==> config.mk <==
export PLATFORM = sky130hd
export DESIGN_NAME = backed_sram_access_port
export DESIGN_NICKNAME = d
export VERILOG_FILES = /design/src/store_pkg.sv /design/src/store_fifo.sv /design/src/backed_sram_access_port.sv
export SDC_FILE = /design/constraint.sdc
export NUM_CORES = 2
export LEC_CHECK = 0
export ABC_AREA = 0
export BUFFER_PORTS_ARGS = -buffer_cell sky130_fd_sc_hd__clkbuf_2
export CORE_MARGIN = 5
export CORE_UTILIZATION = 52
export CTS_BUF_LIST = sky130_fd_sc_hd__clkbuf_16
export DETAILED_ROUTE_END_ITERATION = 10
export PLACE_DENSITY = 0.69
export SYNTH_ARGS = -nofsm -noshare
export SYNTH_HDL_FRONTEND = slang
export SYNTH_MEMORY_MAX_BITS = 65536
export SYNTH_SLANG_ARGS = --single-unit
export TNS_END_PERCENT = 30
==> constraint.sdc <==
create_clock -name sys_clk -period 9.9 [get_ports sys_clk]
set_input_delay 2.97 -clock sys_clk [delete_from_list [all_inputs] [get_ports sys_clk]]
set_output_delay 2.97 -clock sys_clk [all_outputs]
set_load 0.01 [all_outputs]
==> src/store_pkg.sv <==
// Constants shared by the backed store access port and its write buffer.
package store_pkg;
    localparam int unsigned STORE_BYTES = 512;
    localparam int unsigned PTR_W = 9;
    localparam int unsigned REG_ADDR_W = 5;
    localparam int unsigned DATA_W = 8;
    localparam int unsigned FIFO_DEPTH = 16;
    localparam int unsigned SYNC_STAGES = 3;
    localparam logic [4:0] STORE_POINTER_HIGH_OFS = 5'h1a;
    localparam logic [4:0] STORE_POINTER_LOW_OFS = 5'h1b;
    localparam logic [4:0] STORE_WRITE_PORT_OFS = 5'h1c;
    localparam logic [4:0] STORE_READ_PORT_OFS = 5'h1d;
    localparam logic [4:0] REG_WRAP_OFS = 5'h1b;
    localparam logic [4:0] REG_ADDR_RESET = 5'h00;
    localparam logic [8:0] POINTER_RESET = 9'h000;
    localparam int unsigned POINTER_TOP_BIT_POS = 0;
    localparam logic [7:0] UNMAPPED_READ = 8'h00;
    // Time one byte occupies the store array while it is written.
    localparam int unsigned STORE_WRITE_NS = 10;
    localparam int unsigned CLK_PERIOD_NS = 5;
    localparam int unsigned STORE_WRITE_CYCLES =
        (STORE_WRITE_NS + CLK_PERIOD_NS - 1) / CLK_PERIOD_NS;
endpackage : store_pkg

==> src/store_fifo.sv <==
// Parameterised first-in first-out buffer held in flip-flops.
`timescale 1ns/1ps
module store_fifo #(
    parameter int unsigned WIDTH = 17,
    parameter int unsigned DEPTH = 16
) (
    input wire logic sys_clk,
    input wire logic reset,
    input wire logic in_valid,
    output logic in_ready,
    input wire logic [WIDTH-1:0] in_data,
    output logic out_valid,
    input wire logic out_ready,
    output logic [WIDTH-1:0] out_data
);
    localparam int unsigned AW = (DEPTH > 1) ? $clog2(DEPTH) : 1;

    initial begin
        if (DEPTH < 2 || (DEPTH & (DEPTH - 1)) != 0 || WIDTH < 1) begin
            $error("store_fifo: depth must be a power of two >= 2");
        end
    end

    logic [WIDTH-1:0] mem_q [DEPTH];
    logic [AW-1:0] wr_q, wr_d, rd_q, rd_d;
    logic [AW:0] cnt_q, cnt_d;
    logic push, pop;

    assign in_ready = (cnt_q != (AW+1)'(DEPTH));
    assign out_valid = (cnt_q != '0);
    assign out_data = mem_q[rd_q];
    assign push = in_valid && in_ready;
    assign pop = out_valid && out_ready;

    always_comb begin
        wr_d = push ? wr_q + 1'b1 : wr_q;
        rd_d = pop ? rd_q + 1'b1 : rd_q;
        cnt_d = cnt_q;
        if (push && !pop) begin
            cnt_d = cnt_q + 1'b1;
        end else if (pop && !push) begin
            cnt_d = cnt_q - 1'b1;
        end
    end

    always_ff @(posedge sys_clk) begin
        if (reset) begin
            wr_q <= '0;
            rd_q <= '0;
            cnt_q <= '0;
        end else begin
            wr_q <= wr_d;
            rd_q <= rd_d;
            cnt_q <= cnt_d;
        end
    end

    always_ff @(posedge sys_clk) begin
        if (push) begin
            mem_q[wr_q] <= in_data;
        end
    end
endmodule : store_fifo

==> src/backed_sram_access_port.sv <==
// Register access path into the battery-backed general-purpose store.
`timescale 1ns/1ps
module backed_sram_access_port #(
    parameter int unsigned WRITE_CYCLES = store_pkg::STORE_WRITE_CYCLES,
    parameter int unsigned BUF_DEPTH = store_pkg::FIFO_DEPTH
) (
    input wire logic sys_clk,
    input wire logic reset,
    input wire logic on_battery,
    input wire logic sel_strobe,
    input wire logic [4:0] sel_addr,
    input wire logic wr_strobe,
    input wire logic [7:0] wr_data,
    output logic wr_ready,
    input wire logic rd_strobe,
    output logic rd_ready,
    output logic [7:0] rd_data,
    output logic rd_valid,
    output logic rd_data_oe
);
    localparam int unsigned ENTRY_W = store_pkg::PTR_W + store_pkg::DATA_W;

    initial begin
        if (WRITE_CYCLES < 1 || WRITE_CYCLES > 255) begin
            $error("backed_sram_access_port: WRITE_CYCLES out of range");
        end
    end

    // Battery indication arrives from the supply monitor, asynchronous.
    logic [2:0] batt_sync_q, batt_sync_d;
    logic batt_q, batt_d;

    always_comb begin
        batt_sync_d = {batt_sync_q[1:0], on_battery};
        batt_d = batt_q;
        if (batt_sync_q[1] == batt_sync_q[2]) begin
            batt_d = batt_sync_q[2];
        end
    end

    always_ff @(posedge sys_clk) begin
        if (reset) begin
            batt_sync_q <= 3'h0;
            batt_q <= 1'b0;
        end else begin
            batt_sync_q <= batt_sync_d;
            batt_q <= batt_d;
        end
    end

    // Register address and store pointer.
    logic [4:0] reg_addr_q, reg_addr_d;
    logic [8:0] store_word_pointer_q, store_word_pointer_d;
    logic [7:0] rd_data_q, rd_data_d;
    logic rd_valid_q, rd_valid_d;
    logic oe_q, oe_d;
    logic store_pointer_top_bit;
    logic [7:0] store_pointer_low_byte;

    logic buf_in_ready, buf_out_valid, buf_out_ready;
    logic [ENTRY_W-1:0] buf_out_data;
    logic wr_take, rd_take, sel_take, push;
    logic at_write_port, at_read_port;
    logic [7:0] store_q [store_pkg::STORE_BYTES];

    assign store_pointer_top_bit =
        store_word_pointer_q[store_pkg::PTR_W-1];
    assign store_pointer_low_byte = store_word_pointer_q[7:0];
    assign at_write_port = (reg_addr_q == store_pkg::STORE_WRITE_PORT_OFS);
    assign at_read_port = (reg_addr_q == store_pkg::STORE_READ_PORT_OFS);

    // While on battery every strobe is ignored and ready is withdrawn.
    assign sel_take = sel_strobe && !batt_q;
    assign wr_ready = !batt_q && !sel_strobe &&
        (!at_write_port || buf_in_ready);
    // A read waits until buffered writes have reached the store.
    assign rd_ready = !batt_q && !sel_strobe && !wr_strobe &&
        !buf_out_valid;
    assign wr_take = wr_strobe && wr_ready;
    assign rd_take = rd_strobe && rd_ready;
    assign push = wr_take && at_write_port;

    function automatic logic [4:0] next_reg(input logic [4:0] a);
        logic [4:0] n;
        n = 5'h00;
        if (a == store_pkg::STORE_WRITE_PORT_OFS ||
            a == store_pkg::STORE_READ_PORT_OFS) begin
            n = a;
        end else if (a >= store_pkg::REG_WRAP_OFS) begin
            n = store_pkg::REG_ADDR_RESET;
        end else begin
            n = a + 5'h01;
        end
        return n;
    endfunction : next_reg

    always_comb begin
        reg_addr_d = reg_addr_q;
        store_word_pointer_d = store_word_pointer_q;
        rd_data_d = rd_data_q;
        rd_valid_d = 1'b0;
        oe_d = !batt_q;
        if (sel_take) begin
            reg_addr_d = sel_addr;
        end else if (wr_take) begin
            reg_addr_d = next_reg(reg_addr_q);
            unique case (reg_addr_q)
                store_pkg::STORE_POINTER_HIGH_OFS: begin
                    store_word_pointer_d[store_pkg::PTR_W-1] =
                        wr_data[store_pkg::POINTER_TOP_BIT_POS];
                end
                store_pkg::STORE_POINTER_LOW_OFS: begin
                    store_word_pointer_d[7:0] = wr_data;
                end
                store_pkg::STORE_WRITE_PORT_OFS: begin
                    store_word_pointer_d =
                        store_word_pointer_q + 9'h001;
                end
                default: begin
                end
            endcase
        end else if (rd_take) begin
            reg_addr_d = next_reg(reg_addr_q);
            rd_valid_d = 1'b1;
            unique case (reg_addr_q)
                store_pkg::STORE_POINTER_HIGH_OFS: begin
                    rd_data_d = {7'h00, store_pointer_top_bit};
                end
                store_pkg::STORE_POINTER_LOW_OFS: begin
                    rd_data_d = store_pointer_low_byte;
                end
                store_pkg::STORE_READ_PORT_OFS: begin
                    rd_data_d = store_q[store_word_pointer_q];
                    store_word_pointer_d =
                        store_word_pointer_q + 9'h001;
                end
                default: begin
                    rd_data_d = store_pkg::UNMAPPED_READ;
                end
            endcase
        end
    end

    always_ff @(posedge sys_clk) begin
        if (reset) begin
            reg_addr_q <= store_pkg::REG_ADDR_RESET;
            store_word_pointer_q <= store_pkg::POINTER_RESET;
            rd_data_q <= 8'h00;
            rd_valid_q <= 1'b0;
            oe_q <= 1'b0;
        end else begin
            reg_addr_q <= reg_addr_d;
            store_word_pointer_q <= store_word_pointer_d;
            rd_data_q <= rd_data_d;
            rd_valid_q <= rd_valid_d;
            oe_q <= oe_d;
        end
    end

    assign rd_data = oe_q ? rd_data_q : 8'h00;
    assign rd_valid = rd_valid_q && oe_q;
    assign rd_data_oe = oe_q;

    // Each buffered entry carries its own store address and byte.
    store_fifo #(
        .WIDTH(ENTRY_W),
        .DEPTH(BUF_DEPTH)
    ) write_buf (
        .sys_clk(sys_clk),
        .reset(reset),
        .in_valid(push),
        .in_ready(buf_in_ready),
        .in_data({store_word_pointer_q, wr_data}),
        .out_valid(buf_out_valid),
        .out_ready(buf_out_ready),
        .out_data(buf_out_data)
    );

    // The store accepts one byte per WRITE_CYCLES, so bursts back up.
    logic [7:0] wait_q, wait_d;
    logic commit;

    assign buf_out_ready = (wait_q == 8'h00);
    assign commit = buf_out_valid && buf_out_ready;

    always_comb begin
        wait_d = wait_q;
        if (commit) begin
            wait_d = 8'(WRITE_CYCLES - 1);
        end else if (wait_q != 8'h00) begin
            wait_d = wait_q - 8'h01;
        end
    end

    always_ff @(posedge sys_clk) begin
        if (reset) begin
            wait_q <= 8'h00;
        end else begin
            wait_q <= wait_d;
        end
    end

    // Store contents are not touched by reset so they survive it.
    always_ff @(posedge sys_clk) begin
        if (commit) begin
            store_q[buf_out_data[ENTRY_W-1:store_pkg::DATA_W]] <=
                buf_out_data[store_pkg::DATA_W-1:0];
        end
    end
endmodule : backed_sram_access_port

Word-level counts from Yosys, hierarchy flattened --
Memories as Yosys holds them, arrays and structs flattened. A register that Yosys moved wholly into a read port is not among the register bits. Index checks and enable logic that the tools add are counted.
Storage, ports and cells: memories kept 2, bits in registers 49, output and inout bits 12, memory bits (writable) 4368, word-level logic and storage cells 91
Cells by class: bitwise operators 2, $add $sub $neg 7, reduce and logical (&&, ||, !) cells 35, equal/unequal tests 8, multiplexer cells 23, $lt $le $gt $ge 1
Memories:
- store_q | depth 512, width 8, read ports 1, clocked after Yosys merged registers in 0, wr ports 1, line backed_sram_access_port.sv:64 | logic [7:0] store_q [store_pkg::STORE_BYTES];
- write_buf.mem_q | depth 16, width 17, read ports 1, clocked after Yosys merged registers in 1, wr ports 1, line store_fifo.sv:24 | logic [WIDTH-1:0] mem_q [DEPTH];
Operators with widths (count):
- $mux 5 | 7
- $mux 9 | 3
- $pmux 8 s3 | 1
- $eq 5x5->1 const B | 4
- $pmux 8 s2 | 1
- $logic_and 1x1->1 | 13
- $add 5x1->5 const B | 2
- $add 9x1->9 const B | 1
- $add 4x1->4 const B | 2
- $logic_not 8->1 | 1
- $mux 4 | 2
- $mux 8 | 1
- $reduce_and 4->1 | 2
- $reduce_bool 2->1 | 4
- $reduce_bool 8->1 | 1
- $sub 8x1->8 const B | 1
- $logic_not 1->1 | 7
- $mux 1 | 7
- $ne 3x1->1 const B | 2
- $ge 5x5->1 const B | 1
- $ne 5x5->1 const B | 1
- $reduce_bool 5->1 | 1
- $sub 5x1->5 const B | 1
- $reduce_and 3->1 | 1
- 7 further kinds | 9

Depth between registers and ports, before layout --
depth in word-level cells 11, gate-level depth with buffers 16

Cells and area by module --
Synthesis repeated with hierarchy kept, for this count alone.
Second synthesis, totals: cells, all modules 8056, area, all modules 172146.4 sq um
Modules (own cells, without submodules):
- backed_sram_access_port | area an instance 160953.1 sq um, cells each 7525, times used 1
- store_fifo | area an instance 11193.2 sq um, cells each 531, times used 1

Worst setup path after synthesis --
No wires, ideal clock.
path kind input to output, start point input sel_strobe, end point output rd_ready, arrival time 3.413 ns, stages 2, setup slack 3.517 ns, cells stage by stage nor3_1 > and3_1
Between the ends: word-level cells in the longest chain between the ends 4
Ends and longest elaborated chain:
- start: declaration | line backed_sram_access_port.sv:10 | input wire logic sel_strobe,
- $logic_not 1->1 | line backed_sram_access_port.sv:77 | assign rd_ready = !batt_q && !sel_strobe && !wr_strobe &&
- $logic_and 1x1->1 (3 in series) | line backed_sram_access_port.sv:77
- end: declaration | line backed_sram_access_port.sv:16 | output logic rd_ready,
No other way between the ends.

Worst setup path after layout --
Same ends and word-level chain as after synthesis.

==> impl_metrics.ini <==
[route]
drtAntennaViolNets = 0
drc_errors = 0
vias_per_cell = 6.68
detail_route.wl_per_cell_um = 35.3
finalWirelength_mm = 459
drt_iter0_markers = 12700
drt-pass1-iter-count = 7
vias = 86900

[min_path]
hold_class = reg2reg

[flow_run]
maxCapViolations = 1

[run_status]
status = complete, but fails checks
violations = max-capacitance violations

[place]
place_hpwl_mm = 269
place_congestion = 0.858
portBuffers = 30

[synth]
yosysUniqueCellTypes = 77
ys_async_sr_fraction_pct = 0
yosysSeqAreaShare_pct = 76.8
synthCells = 8130
yosys.area_share.simple_pct = 2.42
synthMuxAreaShare_pct = 16.0
synth-edff-count = 4368
synth_adder_area_share_pct = 0.128
synth_compound_area_share_pct = 2.81
yosys_warnings = 0
ys_seq_elements = 4421
synth_xor_area_share_pct = 0.0814
synth_area_per_cell_um2 = 21.2
netlist_area_um2 = 172000
ys.flop_type = edfxtp_1
synth_nets = 8166
synth_top_family_by_area = multiplexers

[power]
peakVddDrop_v = 0.000164
power.density_nw_per_um2 = 206
p_leak_nw = 57.5

[clocking]
clock_path_buffers = 4
post-cts-setup-buffers = 0
cts-root-buf = clkbuf_16
tritoncts = done
holdBufCountCts = 0
cts_sinks = 4421
htree_levels = 5
cts_buffers = 421
clk_pin_slew_ns = 0.06
cts_resized = 0
clock_latency_ns = 0.97

[worst_setup_path]
cp_max_fo = 3
crit_required_ns = 6.93
critPathKind = in2out
crit_arrival_ns = 3.68
worst_setup_path_end_kind = output port
critPathLaunchType = input pin

[sta]
fmax_ghz = 0.150
rsz0062_at_grt = false
relSlewSlack_pct = 1.00
setup_viol = 0
finalCritPeriodShare_pct = 67.2
finalHoldViolations = 0
holdWs_ns = 0.448
worst_pin_slew_ns = 1.48
period_minus_slack_ns = 6.65
fin_setup_tns_ns = 0
skew_ns = 0.0445
slew_viol_final = 0

[global_routing]
grt_pass1_wl_mm = 652
grtUsageMet1_pct = 37.6
grt-ovfl-total = 0
grt_use_met3_pct = 6.09
antenna_found_initial = 25
grt_use_met2_pct = 40.9
grt_usage_pct = 26.7
grt_pass1_vias = 86100
grt_start_max_net_pins = 202
grt-busiest-layer = met2

[finish]
nets = 8314
fillCellCount = 23300
syn_to_final_growth_pct = 11.0
drive_gt1_share_pct = 22.8

[die]
ios = 31
dieArea_um2 = 343000
core_um2 = 330000
die_h_um = 585
num_rows = 211
start_util_pct = 52.2
die_w_um = 585
## area by class of cell
class / instances / area, µm² / area share (%)
inverters: 24 / 105 / 0.0550
repair buffers: 226 / 1910 / 0.999
clock inverters: 348 / 3520 / 1.84
flip-flops and latches: 4421 / 132000 / 69.2
diodes: 24 / 60.1 / 0.0314
clock buffers: 424 / 10600 / 5.55
well taps: 4366 / 5460 / 2.86
multi-input cells: 3184 / 37200 / 19.5
## critical path: stages
cell      delay [ns]
clkbuf_2        0.10
nor3_1          0.26
and3_1          0.20
clkbuf_2        0.14
## cells by family (layout without fill, tap and decap cells)
| kind of cell | count (synthesis) | in the layout |
|---|---|---|
| AO/OA/AOI/OAI | 709 | 709 |
| XOR/XNOR | 16 | 16 |
| adder cells (fa/ha/maj) | 17 | 17 |
| buffers and inverters | 525 | 1022 |
| flip-flops | 4421 | 4421 |
| multiplexers | 1438 | 1438 |
| other | 0 | 24 |
| AND/OR/NAND/NOR | 1004 | 1004 |
## report_power, final
group	internal [W]	switching, W
combinational	0.000275	0.00134
clock	0.00949	0.00698
sequential	0.0213	0.0000627
total	0.0310	0.00838
## layout by cell type, fill, tap and decap left out, types with 15 or more instances in the layout
cell,instances
edfxtp_1,4368
diode_2,24
mux2i_1,374
a31oi_1,19
nand2_4,15
buf_4,173
clkinv_1,99
and2_1,20
nand3_1,42
clkbuf_16,424
ha_1,16
o221ai_1,41
o211ai_1,20
mux4_2,1040
nor3_1,25
nor2_1,624
a21oi_1,164
dfxtp_1,42
clkinv_2,72
inv_1,89
a221oi_1,101
o22ai_1,43
bufinv_16,65
a211oi_1,37
a22oi_1,73
nor2b_1,15
clkinvlp_4,17
clkbuf_2,30
buf_12,23
mux2_2,16
o21ai_0,118
nand2_1,168
## per-stage QoR
step	setup slack (ns)	cells	util (%)	power, W	instance area (µm²)
2_1_floorplan	3.52	8130	-	0.0227	172000
3_3_place_gp	3.25	12200	53.6	0.0232	177000
3_5_place_dp	3.25	12200	53.6	0.0233	177000
4_1_cts	3.25	13000	57.9	0.0395	191000
5_1_grt	3.17	13000	57.9	0.0404	191000
6_report	3.25	13000	57.9	0.0394	191000
## state kept, by name, indices dropped and copies added (netlist names), named ones only
name / flops
wait_q: 8
reg_addr_q: 5
store_word_pointer_q: 9
batt_sync_q: 3
write_buf.cnt_q: 5
store_q: 4096
write_buf.rd_q: 4
rd_data_q: 8
write_buf.wr_q: 4
rd_data_oe: 1
write_buf.mem_q: 272
rd_valid_q: 1
batt_q: 1
## final timing paths
check	start	endpoint	slack, ns	cells past startpoint
min	batt_sync_q[0]	batt_sync_q[1]	0.45	1
min reg2reg	batt_sync_q[0]	batt_sync_q[1]	0.45	1
max	sel_strobe	rd_ready	3.25	4
max reg2reg	flip-flop	store_q[291][1]	4.04	7
## metal layers
| layer | vias up | wire [µm] |
|---|---|---|
| li1 | 34200 | - |
| met1 | 45800 | 170000 |
| met2 | 5932 | 214000 |
| met3 | 971 | 54100 |
| met4 | 8 | 20800 |
| met5 | - | 49 |
## synthesized netlist by cell type, drive strengths merged (41+ instances only)
master | instances | area, µm²
clkbuf | 194 | 729
mux4 | 1048 | 23600
nand3 | 43 | 215
o21ai | 120 | 601
a221oi | 101 | 885
mux2i | 374 | 3740
o22ai | 43 | 269
edfxtp | 4368 | 131000
buf | 307 | 2160
dfxtp | 53 | 1060
nor2 | 642 | 2410
a21oi | 164 | 821
o221ai | 41 | 359
a22oi | 73 | 548
nand2 | 185 | 704
No activity file was read; power rests on OpenSTA's default activity.
